$ cat src/core/ppm_pkg.sv
// package with port pin override mux constants and types
package ppm_pkg;

  // port width and reset values of the software bits
  localparam int PPM_PINS = 6;
  localparam logic PPM_DIR_RST = 1'b0;
  localparam logic PPM_OUT_RST = 1'b0;
  localparam logic PPM_SYNC_RST = 1'b0;

  // register byte offsets on the apb bus
  localparam logic [11:0] PPM_OFF_SAMPLE = 12'h000;
  localparam logic [11:0] PPM_OFF_DIR = 12'h004;
  localparam logic [11:0] PPM_OFF_OUT = 12'h008;
  localparam logic [11:0] PPM_OFF_CTRL = 12'h00c;
  localparam logic [11:0] PPM_OFF_IRQ = 12'h010;

  // control register field positions
  localparam int PPM_CTRL_KILL = 0;
  localparam int PPM_CTRL_SLEEP = 1;

  // interrupt sense encodings
  typedef enum logic [1:0] {
    PPM_SENSE_LEVEL = 2'h0,
    PPM_SENSE_ANY = 2'h1,
    PPM_SENSE_FALL = 2'h2,
    PPM_SENSE_RISE = 2'h3
  } ppm_sense_t;

  // edge event decode, used per pin
  function automatic logic ppm_edge(input ppm_sense_t s, input logic prev, input logic cur);
    unique case (s)
      PPM_SENSE_ANY: ppm_edge = prev != cur;
      PPM_SENSE_FALL: ppm_edge = prev & ~cur;
      PPM_SENSE_RISE: ppm_edge = ~prev & cur;
      PPM_SENSE_LEVEL: ppm_edge = 1'b0;
    endcase
  endfunction

endpackage

$ cat src/core/ppm_ovr_if.sv
// per-port bundle of alternate function override signals
`timescale 1ns/1ps
interface ppm_ovr_if #(parameter int N = 6);
  logic [N-1:0] pu_oe;
  logic [N-1:0] pu_ov;
  logic [N-1:0] dd_oe;
  logic [N-1:0] dd_ov;
  logic [N-1:0] pv_oe;
  logic [N-1:0] pv_ov;
  logic [N-1:0] pt_oe;
  logic [N-1:0] ie_oe;
  logic [N-1:0] ie_ov;
  modport src (output pu_oe, pu_ov, dd_oe, dd_ov, pv_oe, pv_ov, pt_oe, ie_oe, ie_ov);
  modport dst (input pu_oe, pu_ov, dd_oe, dd_ov, pv_oe, pv_ov, pt_oe, ie_oe, ie_ov);
endinterface

$ cat src/core/ppm_ovr_gate.sv
// gates alternate function overrides: enables forced low when no function owns a pin
`timescale 1ns/1ps
module ppm_ovr_gate #(
  parameter int N = 6
) (
  // raw requests from alternate function modules
  input wire logic [N-1:0] alt_active,
  input wire logic [N-1:0] pullup_override_enable,
  input wire logic [N-1:0] pullup_override_value,
  input wire logic [N-1:0] direction_override_enable,
  input wire logic [N-1:0] direction_override_value,
  input wire logic [N-1:0] port_value_override_enable,
  input wire logic [N-1:0] port_value_override_value,
  input wire logic [N-1:0] port_toggle_override_enable,
  input wire logic [N-1:0] input_enable_override_enable,
  input wire logic [N-1:0] input_enable_override_value,
  // gated bundle
  ppm_ovr_if.src ovr
);
  // every enable masked by ownership; values pass unchanged
  assign ovr.pu_oe = pullup_override_enable & alt_active;
  assign ovr.dd_oe = direction_override_enable & alt_active;
  assign ovr.pv_oe = port_value_override_enable & alt_active;
  assign ovr.pt_oe = port_toggle_override_enable & alt_active;
  assign ovr.ie_oe = input_enable_override_enable & alt_active;
  assign ovr.pu_ov = pullup_override_value;
  assign ovr.dd_ov = direction_override_value;
  assign ovr.pv_ov = port_value_override_value;
  assign ovr.ie_ov = input_enable_override_value;
endmodule

$ cat src/core/ppm_port.sv
// one general purpose port with alternate function overrides and apb registers
`timescale 1ns/1ps
// Overview of operation
// - sleep clamp grounds input before schmitt
// - enabled external interrupt suppresses the clamp
// - clamp-made edge sets flag on wake
// - pull-ups off while reset active
// - pull-up from override or 0b010 pattern
// - override value alone sets pull-up
// - driver enable from override or direction
// - override value alone sets driver enable
// - driven level from override or output bit
// - override value drives pin, output bit ignored
// - toggle override inverts stored output bit
// - no override: input enable from sleep state
// - override value alone sets input enable
// - schmitt tap given unsynchronised to modules
// - analog line straight to pad
// - strobes per port, sleep/kill shared
// - direction one means output
// - output bit: pull-up input, level output
// - writing one to sample bit toggles output
// - two-stage synchroniser into sample bit
module ppm_port
  import ppm_pkg::*;
#(
  parameter int N = PPM_PINS
) (
  // clock and reset
  input wire logic pclk,
  input wire logic presetn,
  // apb slave
  input wire logic psel,
  input wire logic penable,
  input wire logic pwrite,
  input wire logic [11:0] paddr,
  input wire logic [31:0] pwdata,
  input wire logic [3:0] pstrb,
  output logic [31:0] prdata,
  output logic pready,
  output logic pslverr,
  // sleep controller
  input wire logic sleep_clamp_req,
  // alternate function modules
  input wire logic [N-1:0] alt_active,
  input wire logic [N-1:0] pullup_override_enable,
  input wire logic [N-1:0] pullup_override_value,
  input wire logic [N-1:0] direction_override_enable,
  input wire logic [N-1:0] direction_override_value,
  input wire logic [N-1:0] port_value_override_enable,
  input wire logic [N-1:0] port_value_override_value,
  input wire logic [N-1:0] port_toggle_override_enable,
  input wire logic [N-1:0] input_enable_override_enable,
  input wire logic [N-1:0] input_enable_override_value,
  output logic [N-1:0] schmitt_output_tap,
  // pad side
  input wire logic [N-1:0] pad_in,
  output logic [N-1:0] pad_out,
  output logic [N-1:0] pad_oe,
  output logic [N-1:0] pad_pullup,
  output logic [N-1:0] pad_ie,
  // analog pad line as three signals
  input wire logic [N-1:0] analog_pad_line_in,
  output logic [N-1:0] analog_pad_line_out,
  output logic [N-1:0] analog_pad_line_oe
);

  // refuse pin counts that the register fields cannot hold
  if (N < 1 || N > 8) begin : g_bad_n
    $error("ppm_port: N must be 1..8");
  end

  ////////////////////////////////////////////////////////////////////////////
  // override bundle

  ppm_ovr_if #(.N(N)) ovr ();

  ppm_ovr_gate #(.N(N)) u_gate (
    .alt_active(alt_active),
    .pullup_override_enable(pullup_override_enable),
    .pullup_override_value(pullup_override_value),
    .direction_override_enable(direction_override_enable),
    .direction_override_value(direction_override_value),
    .port_value_override_enable(port_value_override_enable),
    .port_value_override_value(port_value_override_value),
    .port_toggle_override_enable(port_toggle_override_enable),
    .input_enable_override_enable(input_enable_override_enable),
    .input_enable_override_value(input_enable_override_value),
    .ovr(ovr)
  );

  ////////////////////////////////////////////////////////////////////////////
  // state

  logic [N-1:0] pin_direction_bit_q, pin_direction_bit_d;
  logic [N-1:0] pin_output_value_bit_q, pin_output_value_bit_d;
  logic [N-1:0] sync_latch_q, sync_latch_d;
  logic [N-1:0] pin_input_sample_bit_q, pin_input_sample_bit_d;
  logic global_pullup_kill_q, global_pullup_kill_d;
  logic sleep_sw_q, sleep_sw_d;
  logic [N-1:0] irq_en_q, irq_en_d;
  logic [2*N-1:0] irq_sense_q, irq_sense_d;
  logic [N-1:0] irq_flag_q, irq_flag_d;
  logic [N-1:0] prev_in_q, prev_in_d;
  logic [31:0] prdata_q, prdata_d;
  logic pready_q, pready_d;
  logic pslverr_q, pslverr_d;
  logic [N-1:0] oe_q, oe_d, out_q, out_d, pu_q, pu_d, ie_q, ie_d, tap_q, tap_d;

  logic sleep_clamp;
  logic [N-1:0] in_en, schmitt;
  logic wr, rd_ok;

  // clamp shared by every pin; the request pin or software bit may raise it
  assign sleep_clamp = sleep_clamp_req | sleep_sw_q;

  // write lands on the access edge that sees pready high, never on setup alone
  assign wr = psel & penable & pready_q & pwrite & pstrb[0];
  assign rd_ok = (paddr == PPM_OFF_SAMPLE) || (paddr == PPM_OFF_DIR) ||
                 (paddr == PPM_OFF_OUT) || (paddr == PPM_OFF_CTRL) || (paddr == PPM_OFF_IRQ);

  ////////////////////////////////////////////////////////////////////////////
  // input path: enable, clamp, schmitt tap, synchroniser

  always_comb begin
    for (int i = 0; i < N; i++) begin
      // interrupt pins keep their input alive in sleep
      if (ovr.ie_oe[i]) begin
        in_en[i] = ovr.ie_ov[i];
      end else begin
        in_en[i] = ~sleep_clamp | irq_en_q[i];
      end
    end
    schmitt = pad_in & in_en;
  end

  // sample latch modelled as flop; the sample bit reads only the latch
  always_comb begin
    sync_latch_d = schmitt;
    pin_input_sample_bit_d = sync_latch_q;
    tap_d = schmitt;
  end

  ////////////////////////////////////////////////////////////////////////////
  // software bits, toggle and interrupt flags

  always_comb begin
    pin_direction_bit_d = pin_direction_bit_q;
    pin_output_value_bit_d = pin_output_value_bit_q;
    global_pullup_kill_d = global_pullup_kill_q;
    sleep_sw_d = sleep_sw_q;
    irq_en_d = irq_en_q;
    irq_sense_d = irq_sense_q;
    irq_flag_d = irq_flag_q;
    if (wr && paddr == PPM_OFF_DIR) begin
      pin_direction_bit_d = pwdata[N-1:0];
    end
    if (wr && paddr == PPM_OFF_OUT) begin
      pin_output_value_bit_d = pwdata[N-1:0];
    end
    if (wr && paddr == PPM_OFF_CTRL) begin
      global_pullup_kill_d = pwdata[PPM_CTRL_KILL];
      sleep_sw_d = pwdata[PPM_CTRL_SLEEP];
    end
    // sample write of one toggles; zero leaves the bit
    if (wr && paddr == PPM_OFF_SAMPLE) begin
      pin_output_value_bit_d = pin_output_value_bit_d ^ pwdata[N-1:0];
    end
    pin_output_value_bit_d = pin_output_value_bit_d ^ ovr.pt_oe;
    // write one to clear, but a new edge in the same cycle wins
    if (wr && paddr == PPM_OFF_IRQ && pstrb[1]) begin
      irq_flag_d = irq_flag_d & ~pwdata[8 +: N];
    end
    if (wr && paddr == PPM_OFF_IRQ) begin
      irq_en_d = pwdata[N-1:0];
      irq_sense_d = pwdata[16 +: 2*N];
    end
    // flags track edges even with the interrupt disabled, so the clamp-made
    // fall on entry and rise on wake both register
    for (int i = 0; i < N; i++) begin
      if (ppm_edge(ppm_sense_t'(irq_sense_q[2*i +: 2]), prev_in_q[i], schmitt[i])) begin
        irq_flag_d[i] = 1'b1;
      end
    end
    prev_in_d = schmitt;
  end

  ////////////////////////////////////////////////////////////////////////////
  // pad drive, pull-up, analog line

  always_comb begin
    for (int i = 0; i < N; i++) begin
      oe_d[i] = ovr.dd_oe[i] ? ovr.dd_ov[i] : pin_direction_bit_q[i];
      out_d[i] = ovr.pv_oe[i] ? ovr.pv_ov[i] : pin_output_value_bit_q[i];
      if (ovr.pu_oe[i]) begin
        pu_d[i] = ovr.pu_ov[i];
      end else begin
        pu_d[i] = {pin_direction_bit_q[i], pin_output_value_bit_q[i],
                   global_pullup_kill_q} == 3'h2;
      end
    end
    ie_d = in_en;
  end

  // analog line is a straight wire to the pad, never driven by logic
  assign analog_pad_line_out = '0;
  assign analog_pad_line_oe = '0;

  ////////////////////////////////////////////////////////////////////////////
  // apb answer

  always_comb begin
    prdata_d = prdata_q;
    pready_d = 1'b0;
    pslverr_d = 1'b0;
    if (psel && !penable) begin
      pready_d = 1'b1;
      pslverr_d = ~rd_ok;
      prdata_d = '0;
      unique case (paddr)
        PPM_OFF_SAMPLE: prdata_d[N-1:0] = pin_input_sample_bit_q;
        PPM_OFF_DIR: prdata_d[N-1:0] = pin_direction_bit_q;
        PPM_OFF_OUT: prdata_d[N-1:0] = pin_output_value_bit_q;
        PPM_OFF_CTRL: prdata_d[1:0] = {sleep_sw_q, global_pullup_kill_q};
        PPM_OFF_IRQ: begin
          prdata_d[N-1:0] = irq_en_q;
          prdata_d[8 +: N] = irq_flag_q;
          prdata_d[16 +: 2*N] = irq_sense_q;
        end
        default: prdata_d = '0;
      endcase
    end
  end

  ////////////////////////////////////////////////////////////////////////////
  // registers; pull-up flop clears on reset so pull-ups are off throughout

  always_ff @(posedge pclk or negedge presetn) begin
    if (!presetn) begin
      pin_direction_bit_q <= {N{PPM_DIR_RST}};
      pin_output_value_bit_q <= {N{PPM_OUT_RST}};
      sync_latch_q <= {N{PPM_SYNC_RST}};
      pin_input_sample_bit_q <= {N{PPM_SYNC_RST}};
      global_pullup_kill_q <= 1'b0;
      sleep_sw_q <= 1'b0;
      irq_en_q <= '0;
      irq_sense_q <= '0;
      irq_flag_q <= '0;
      prev_in_q <= '0;
      prdata_q <= '0;
      pready_q <= 1'b0;
      pslverr_q <= 1'b0;
      oe_q <= '0;
      out_q <= '0;
      pu_q <= '0;
      ie_q <= '0;
      tap_q <= '0;
    end else begin
      pin_direction_bit_q <= pin_direction_bit_d;
      pin_output_value_bit_q <= pin_output_value_bit_d;
      sync_latch_q <= sync_latch_d;
      pin_input_sample_bit_q <= pin_input_sample_bit_d;
      global_pullup_kill_q <= global_pullup_kill_d;
      sleep_sw_q <= sleep_sw_d;
      irq_en_q <= irq_en_d;
      irq_sense_q <= irq_sense_d;
      irq_flag_q <= irq_flag_d;
      prev_in_q <= prev_in_d;
      prdata_q <= prdata_d;
      pready_q <= pready_d;
      pslverr_q <= pslverr_d;
      oe_q <= oe_d;
      out_q <= out_d;
      pu_q <= pu_d;
      ie_q <= ie_d;
      tap_q <= tap_d;
    end
  end

  // outputs straight from flops
  assign prdata = prdata_q;
  assign pready = pready_q;
  assign pslverr = pslverr_q;
  assign pad_oe = oe_q;
  assign pad_out = out_q;
  assign pad_pullup = pu_q;
  assign pad_ie = ie_q;
  assign schmitt_output_tap = tap_q;

endmodule

$ cat config.mk
export PLATFORM = sky130hd
export DESIGN_NAME = ppm_port
export DESIGN_NICKNAME = d
export VERILOG_FILES = /design/src/core/ppm_pkg.sv /design/src/core/ppm_ovr_if.sv /design/src/core/ppm_ovr_gate.sv /design/src/core/ppm_port.sv
export SDC_FILE = /design/constraint.sdc
export NUM_CORES = 1
export LEC_CHECK = 0
export BUFFER_PORTS_ARGS = -buffer_cell sky130_fd_sc_hd__buf_2
export CAP_MARGIN = 20
export CELL_PAD_IN_SITES_DETAIL_PLACEMENT = 0
export CELL_PAD_IN_SITES_GLOBAL_PLACEMENT = 1
export CORE_AREA = 8 8 88 168
export CTS_BUF_LIST = sky130_fd_sc_hd__clkbuf_8
export DETAILED_ROUTE_END_ITERATION = 8
export DIE_AREA = 0 0 96 176
export PLACE_DENSITY_LB_ADDON = 0.1
export SLEW_MARGIN = 20
export SYNTH_ARGS = -nofsm -noshare
export SYNTH_HDL_FRONTEND = slang
export SYNTH_HIERARCHICAL = 1
export SYNTH_SLANG_ARGS = --single-unit
$ cat constraint.sdc
create_clock -name pclk -period 5.11 [get_ports pclk]
set_input_delay 0.511 -clock pclk [delete_from_list [all_inputs] [get_ports pclk]]
set_output_delay 0.511 -clock pclk [all_outputs]
set_load 0.03 [all_outputs]
# --- After elaboration in Yosys (flattened, before gate mapping) ---
# Cells that the tools add are included.
totals:
  in_bits: 126
  regBits: 100
  elab_cells: 172
  output_inout_bits: 76
classes:
  n_reduce_logical: 25
  bitwise: 47
  eq_ne: 34
  n_mux: 45
ops:
  columns: ["operator", "count"]
  rows:
  - ["AND 6 bit", 7]
  - ["2-to-1 mux 1 bit", 32]
  - ["== test 12 x 4 -> 1 bit (second input constant)", 2]
  - ["== test 2 bit (second input constant)", 12]
  - ["2-to-1 mux 6 bit", 4]
  - ["case mux 1 bit (4 select lines)", 6]
  - ["== test 3 x 2 -> 1 bit (second input constant)", 6]
  - ["AND 1 bit", 16]
  - ["case mux 4 bit (4 select lines)", 1]
  - ["NOT 1 bit", 14]
  - ["== test 12 x 3 -> 1 bit (second input constant)", 1]
  - ["== test 12 x 5 -> 1 bit (second input constant)", 1]
  - ["== test 2 x 1 -> 1 bit (second input constant)", 6]
  - ["zero test 12 bit", 1]
  - ["zero test 2 bit", 6]
  - ["2-to-1 mux 12 bit", 1]
  - ["nonzero test 2 bit", 6]
  - ["XOR 6 bit", 2]
  - ["case mux 2 bit (5 select lines)", 1]
  - ["logical AND 1 bit", 7]
  - ["OR 1 bit", 7]
  - ["inequality test 1 bit", 6]
  - ["NOT 6 bit", 1]
  - ["logical OR 1 bit", 4]
  - ["zero test 1 bit", 1]

# --- Longest topological paths before layout ---
# Gate-level depths: netlist of the first run.
logic_depth:
  ltp_word: 9
  mapped_depth: 9
  ltp_nobuf: 9

# --- Modules after synthesis ---
# Netlist of the first run, hierarchy kept.
by_module_without_submodules:
  columns: ["module", "seq_area_each_um2", "area_per_inst_um2", "n_inst", "cells_per_inst"]
  rows:
  - ["ppm_port", 2502.4, 4626.9, 1, 394]
  - ["ppm_ovr_gate", 0.0, 367.9, 1, 54]

# --- Least setup slack after synthesis of the first run ---
# OpenSTA, ideal clock, no wires.
synth_timing:
  path_kind: "input-to-reg"
  from: "in sleep_clamp_req"
  to: "reg irq_flag_q[0]"
  t_required_ns: 4.984
  setup_time_ns: 0.126
  n_path_buf: 0
  path_stages: 7
  t_arrival_ns: 1.804
  path_slack_ns: 3.180
  cell_sequence: "nor2_1 nor2_1 o21ai_0 nand2_1 ha_1 mux2_2 a221o_1"
synth_via:
  elab_chain_cells: 9
  word_cells_on_any_way: 12
  cone_classes: "1 x eq/ne; 3 x mux; 7 x bitwise; 1 x reduce/logical"
synth_lines:
  columns: ["item", "line_no", "rtl"]
  rows:
  - ["start, declared", "ppm_port.sv:43", "input wire logic sleep_clamp_req,"]
  - ["OR 1 bit (*)", "ppm_port.sv:115", "assign sleep_clamp = sleep_clamp_req | sleep_sw_q;"]
  - ["NOT 1 bit (*)", "ppm_port.sv:131", "in_en[i] = ~sleep_clamp | irq_en_q[i];"]
  - ["OR 1 bit (*)", "ppm_port.sv:131", null]
  - ["2-to-1 mux 1 bit (*)", "ppm_port.sv:128", "if (ovr.ie_oe[i]) begin"]
  - ["named net ie_d[0]", "ppm_port.sv:108", "logic [N-1:0] oe_q, oe_d, out_q, out_d, pu_q, pu_d, ie_q, ie_d, tap_q, tap_d;"]
  - ["AND 6 bit (*)", "ppm_port.sv:134", "schmitt = pad_in & in_en;"]
  - ["NOT 1 bit", "ppm_pkg.sv:33", "PPM_SENSE_FALL: ppm_edge = prev & ~cur;"]
  - ["AND 1 bit", "ppm_pkg.sv:33", null]
  - ["case mux 1 bit (4 select lines) (*)", "ppm_pkg.sv:31", "unique case (s)"]
  - ["2-to-1 mux 1 bit or nonzero test 2 bit (tied branches)", null, null]
  - ["end signal, assigned", "ppm_port.sv:267", "irq_flag_q <= irq_flag_d;"]
  - ["end, declared", "ppm_port.sv:103", "logic [N-1:0] irq_flag_q, irq_flag_d;"]
# Mark *: on every way through the listed nets, which the timed path passes. The rest lies on a longest branch.
# A chain may end at the register's enable or synchronous reset.

# --- Final worst setup path of the first run ---
layout_timing:
  from: "reg sleep_sw_q"
  to: "reg irq_flag_q[4]"
layout_via:
  elab_chain_cells: 9
  word_cells_on_any_way: 12
  cone_classes: "1 x eq/ne; 3 x mux; 7 x bitwise; 1 x reduce/logical"
layout_lines:
  columns: ["item", "line_no", "rtl"]
  rows:
  - ["start, declared", "ppm_port.sv:100", "logic sleep_sw_q, sleep_sw_d;"]
  - ["start signal, assigned", "ppm_port.sv:264", "sleep_sw_q <= sleep_sw_d;"]
  - ["OR 1 bit (*)", "ppm_port.sv:115", null]
  - ["NOT 1 bit (*)", "ppm_port.sv:131", null]
  - ["OR 1 bit (*)", "ppm_port.sv:131", null]
  - ["2-to-1 mux 1 bit (*)", "ppm_port.sv:128", null]
  - ["named net ie_d[4]", "ppm_port.sv:108", null]
  - ["AND 6 bit (*)", "ppm_port.sv:134", null]
  - ["NOT 1 bit", "ppm_pkg.sv:33", null]
  - ["AND 1 bit", "ppm_pkg.sv:33", null]
  - ["case mux 1 bit (4 select lines) (*)", "ppm_pkg.sv:31", null]
  - ["2-to-1 mux 1 bit or nonzero test 2 bit (tied branches)", null, null]
# Marked as above.

==> reports/qor.yml, run 1 <==
grt_pass1_wl_mm: 20.8
synth_area_leaders: "dfrtp_1 (50%), mux2_2 (8.1%), buf_4 (7.2%), and2_1 (3.9%), a22o_1 (3.2%)"
yosys-top-cells-count: "dfrtp_1 (100), buf_4 (48), nand2_1 (42), mux2_2 (36), and2_1 (31)"
synthFlopType: "dfrtp_1"
hold_ws_ps: 235
wl_met3_um: 830
die_area_um2: 16900
cp-start-kind: "register"
reg2regPathDepth: 7
period_minus_slack_ps: 2410
fin_cells: 746
ctsLongestPathBuffers: 2
vias: 3676
synth_top_cell_area_share_pct: 50.1
drt_iter0_markers: 109
cts_root_buf: "clkbuf_8"
grt_setup_unrepaired: "false"
internal_power_mw: 1.20
post-cts-setup-buffers: 0
cts_buffers: 9
p_per_area_nw_per_um2: 306
fin_util_pct: 47.0
cts.htree.levels: 3
synth_edf_count: 0
syn_area_um2: 4990
worstPathMaxFanout: 6
cpLargestDelayFamily: "simple AND/OR/NAND/NOR gates"
grt_pass1_vias: 4025
path_buf_inv: 0
ys_warn_count: 6
rr_endpoint: "irq_flag_q[4]"
drive_above_1_share_pct: 39.9
routedWlPerCell_um: 17.9
critPathMostFrequentCell: "nor2_1"
viasPerCell: 4.93
maxSlewViolCount: 0
rows: 58
path_class: "register to register"
crit_arrival_ps: 2660
clock_latency_ps: 370
final_antenna_net_count: 0
dr.pass1.iters: 4
synthMostInstantiatedCell: "dfrtp_1"
slew_headroom_pct: 41.3
grt_remaining_overflow: 0
dpl.hpwl_mm: 10.5
postCtsHoldBufs: 0
clock_sinks: 100
grt_use_total_pct: 16.0
start_util_pct: 39.8
num_io_pins: 202
combinationalPowerShare_pct: 22.3
p_clk_share_pct: 27.6
worst_pin_slew_ps: 880
synth_cells: 448
outcome: "complete, no violations"
end_kind: "register"
required_ps: 5360
portBuffers: 165
fin_crit_sh_pct: 47.2
fin_nets: 729
tns_ps: 0
synth_seq_area_share_pct: 50.1
cts_tree: "done"
path_cells: "nor2_1 > nor2_1 > o21ai_0 > nand2_1 > ha_1 > mux2_2 > a221o_1"
p_leak_nw: 3.11
startpoint: "sleep_sw_q"
rrSetupSlack_ps: 2700
cts_resized: 0
switchingPower_mw: 0.601
gp_congestion: 0.765
skew_ps: 13.1
ys_types: 48
synth_top_area_cell: "dfrtp_1"
hold_path.class: "input pin to async pin"
cpPeakStageDelay_ps: 510
syn_avg_cell_area_um2: 11.1
drt_wl_total_mm: 13.3
core_um2: 12600
met1_length_mm: 4.99
fp.dieW_um: 96
routed.top_layer: "met4"
synth_seq_cells: 100
hold_violations: 0
clk_pin_slew_worst_paths_ps: 100
ir_worst_vdd_uv: 164
async_flop_share_pct: 100
syn_to_final_growth_pct: 18.1
die_h_um: 176
drc_errors: 0
netSwitchingFraction_pct: 33.3
setup_viol: 0
place_inst: 730
wl_met2_mm: 7.23
cap_violations: 0
antenna_found_initial: 0
seq_power_share_pct: 50.0
grt_max_degree: 71
max_freq_mhz: 415
antenna-diode-count: 0
r2r_start: "sleep_sw_q"
crit_path_top_delay_cell: "nor2_1"
registers in the layout, indices dropped and copies added (netlist names):
| name | flops |
|---|---|
| pad_out | 6 |
| irq_en_q | 6 |
| pin_input_sample_bit_q | 6 |
| pslverr | 1 |
| irq_sense_q | 12 |
| pad_oe | 6 |
| pad_ie | 6 |
| pin_output_value_bit_q | 6 |
| schmitt_output_tap | 6 |
| pin_direction_bit_q | 6 |
| pready | 1 |
| sleep_sw_q | 1 |
| irq_flag_q | 6 |
| global_pullup_kill_q | 1 |
| pad_pullup | 6 |
| prdata | 24 |
cells in the final DEF (no fill, tap or decap), types with 12 or more instances in the layout:
master   synthesis  routed
o21ai_0         23      23
nand2_1         42      42
and2_1          31      31
ha_1            12      12
inv_1           24      24
buf_2            1     164
mux2_2          36      36
nor2_1          19      19
conb_1           1      20
dfrtp_1        100     100
a22o_1          18      18
worst max-delay path by stage:
| stage | slack (ps) | cells past startpoint | end |
|---|---|---|---|
| detailed placement | 2400 | 6 | irq_flag_q[5] |
| CTS | 2690 | 7 | irq_flag_q[4] |
| floorplan | 3180 | 7 | irq_flag_q[0] |
| global placement | 2420 | 6 | irq_flag_q[2] |
| finish | 2700 | 7 | irq_flag_q[4] |
| global route | 2570 | 7 | irq_flag_q[4] |
metal layers:
metal | vias to the layer above | global-route usage [%]
li1 | 1782 | -
met1 | 1753 | 17.8
met2 | 123 | 28.2
met3 | 18 | 3.40
met4 | 0 | 6.33
met5 | - | 0
cells by family (layout without fill, tap and decap cells):
kind of cell / Yosys count / after routing / share of synthesized area, %
AOI/OAI and AO/OA: 84 / 84 / 12.1
other: 1 / 20 / 0.0751
adders and majority gates: 12 / 12 / 3.01
and+or+nand+nor: 127 / 127 / 15.1
DFF: 100 / 100 / 50.1
muxes: 40 / 40 / 8.92
buffers and inverters: 78 / 207 / 9.64
xor gates and xnor gates: 6 / 6 / 1.05
layout make-up:
cell class / instances / area, um^2
clock buffers: 10 / 138
well taps: 150 / 188
repair buffers: 167 / 843
clock inverters: 6 / 53.8
inverters: 24 / 90.1
multi-input cells: 289 / 2080
fillers: 1226 / 6660
flip-flops and latches: 100 / 2500
power groups by stage:
stage               sequential [mW]  combinational, mW  clock, mW
finish                        0.902              0.403      0.498
global route                  0.912              0.446      0.556
CTS                           0.903              0.412      0.519
detailed placement            0.918              0.411          0
global placement              0.916              0.404          0
floorplan                      1.00              0.193          0
per-stage QoR:
step / setup slack, ps / instance area (um^2) / power (mW)
final: 2700 / 5900 / 1.80
after CTS: 2690 / 5900 / 1.83
after floorplan: 3180 / 5070 / 1.20
after global placement: 2420 / 5710 / 1.32
after global routing: 2570 / 5900 / 1.91
after detailed placement: 2400 / 5710 / 1.33
Power figures use the tool's default switching activity.
==> run 2: changes to the inputs <==
Settings changed: CORE_AREA 8 8 88 168 to 8 8 95 183, DIE_AREA 0 0 96 176 to 0 0 103 191.
Clock period 5.11 ns to 2 ns, I/O delays scaled along.
==> run 2 against run 1 <==
Effect of this change: register-to-register slack got worse by 2600 ps; utilization down 6.0 points; critical path depth grew 1; hold slack lost 210 ps; total power grew to 2.6 times the previous value; wire length is 1.5% higher; non-clock buffer count is 21 higher; largest power group unchanged; final cell count up 9.4%; critical path type unchanged; largest cell class unchanged; clock skew shrank 2.2 ps; clock power rose to 2.6 times the previous value; design area rose by 4.7%; via count unchanged.
==> reports/qor.yml, run 2 (same netlist as run 1, synthesis figures left out) <==
cpLargestDelayFamily: "compound AO/OA/AOI/OAI gates"
required_ps: 2270
p_leak_nw: 3.23
critPathMostFrequentCell: "nor2_1"
clock_latency_ps: 370
grt_use_total_pct: 14.3
p_clk_share_pct: 27.7
met1_length_mm: 5.56
ir_worst_vdd_uv: 250
path_cells: "nor2_1 > buf_4 > nor2_1 > o21ai_1 > nand2_1 > ha_1 > mux2_2 > a221o_1"
gp_congestion: 0.770
place_inst: 795
core_um2: 15100
worstPathMaxFanout: 6
post-cts-setup-buffers: 0
portBuffers: 165
fin_nets: 750
tns_ps: 0
vias: 3676
clk_pin_slew_worst_paths_ps: 110
cts.htree.levels: 3
routed.top_layer: "met4"
r2r_start: "sleep_sw_q"
grt_max_degree: 37
combinationalPowerShare_pct: 22.9
grt_remaining_overflow: 0
largest_reg_flops: 24
seq_power_share_pct: 49.4
cpPeakStageDelay_ps: 410
setup_viol: 0
fin_crit_sh_pct: 92.6
p_per_area_nw_per_um2: 755
end_kind: "register"
start_util_pct: 33.2
hold_start: "port_value_override_value[4]"
rows: 64
cp-start-kind: "register"
mostFrequentLayoutCells: "buf_2 (164), dfrtp_1 (100), nand2_1 (42)"
drt_wl_total_mm: 13.5
antenna_found_initial: 0
hold_violations: 0
internal_power_mw: 3.10
viasPerCell: 4.50
outcome: "complete, no violations"
wl_met2_mm: 6.69
syn_to_final_growth_pct: 23.6
drive_above_1_share_pct: 41.7
final_common_cell: "buf_2"
switchingPower_mw: 1.56
die_area_um2: 19700
grt_setup_unrepaired: "false"
cts_root_buf: "clkbuf_8"
grt_pass1_wl_mm: 21.6
cts_buffers: 9
die_h_um: 191
fin_cells: 816
wl_met3_mm: 1.05
routedWlPerCell_um: 16.6
maxSlewViolCount: 0
fp.dieW_um: 103
drc_errors: 0
num_io_pins: 202
period_minus_slack_ps: 1850
max_freq_mhz: 540
hold_path.class: "input pin to register"
final_antenna_net_count: 0
path_class: "register to register"
netSwitchingFraction_pct: 33.5
ctsLongestPathBuffers: 2
drt_iter0_markers: 78
cts_tree: "done"
crit_arrival_ps: 2120
skew_ps: 10.9
path_buf_inv: 1
clock_sinks: 100
grt_pass1_vias: 4046
dpl.hpwl_mm: 10.8
crit_path_top_delay_cell: "dfrtp_1"
dr.pass1.iters: 4
startpoint: "sleep_sw_q"
cap_violations: 0
fin_util_pct: 41.0
[run 2: cell count changes in the layout (fill, tap and decap cells not counted), sizes merged]
cell,change
buf,+17
clkinv,+1
diode,+1
dlygate4sd3,+4
inv,-1
[run 2: cell type report]
| cell class | count | area [um^2] |
|---|---|---|
| Fill cell | 1594 | 8880 |
| Sequential cell | 100 | 2500 |
| Multi-Input combinational cell | 289 | 2090 |
| Timing Repair Buffer | 188 | 1050 |
| Tap cell | 198 | 248 |
| Clock buffer | 10 | 138 |
| Inverter | 24 | 90.1 |
| Clock inverter | 6 | 56.3 |
| Antenna cell | 1 | 2.50 |
[run 2: power groups by stage]
stage               Clock, mW  Combinational, mW  Sequential (mW)
floorplan                   0              0.494             2.56
global placement            0               1.07             2.35
detailed placement          0               1.08             2.35
CTS                      1.36               1.09             2.31
global route             1.44               1.19             2.33
finish                   1.29               1.07             2.30
[run 2: worst register-to-register path, delay by kind of cell, from the launching register on]
kind                       cells  cell delay, ps
muxes                          1             260
AOI/OAI and AO/OA              2             480
adders and majority gates      1             190
buffers and inverters          1             160
and+or+nand+nor                3             260
DFF                            1             410
[run 2: per-layer routing]
metal	up-vias	GRT usage, %
met5	-	0
met4	0	4.60
met3	11	4.30
met2	123	23.3
met1	1713	17.4
li1	1829	-
[run 2: metrics by stage]
stage / total power, mW / cell area [um^2] / hold slack [ps] / setup WS (ps)
6_report: 4.66 / 6170 / 28.6 / 148
5_1_grt: 4.97 / 6170 / 11.7 / 6.16
4_1_cts: 4.76 / 6160 / 0.662 / 1.01
3_5_place_dp: 3.43 / 5930 / 192 / 49.7
3_3_place_gp: 3.42 / 5930 / 193 / 77.7
2_1_floorplan: 3.06 / 5070 / -95.6 / 191
[run 2: final timing paths]
check,endpoint,slack [ps],cells after the start
worst max-delay path,irq_flag_q[0],150,8
worst min-delay path,pad_out[4],30,3
worst max register to register,irq_flag_q[0],150,8
worst min register to register,pin_input_sample_bit_q[0],440,0
max in group asynchronous,pin_output_value_bit_q[3],1100,3
min in group asynchronous,pin_direction_bit_q[1],320,2
[run 2: timing repair]
item / 4_1_cts / 5_1_grt
endpoints found under the setup margin: 0 / 5
hold endpoints to repair: 32 / 0
hold buffers: 4 / 0
gates resized for setup: 0 / 7
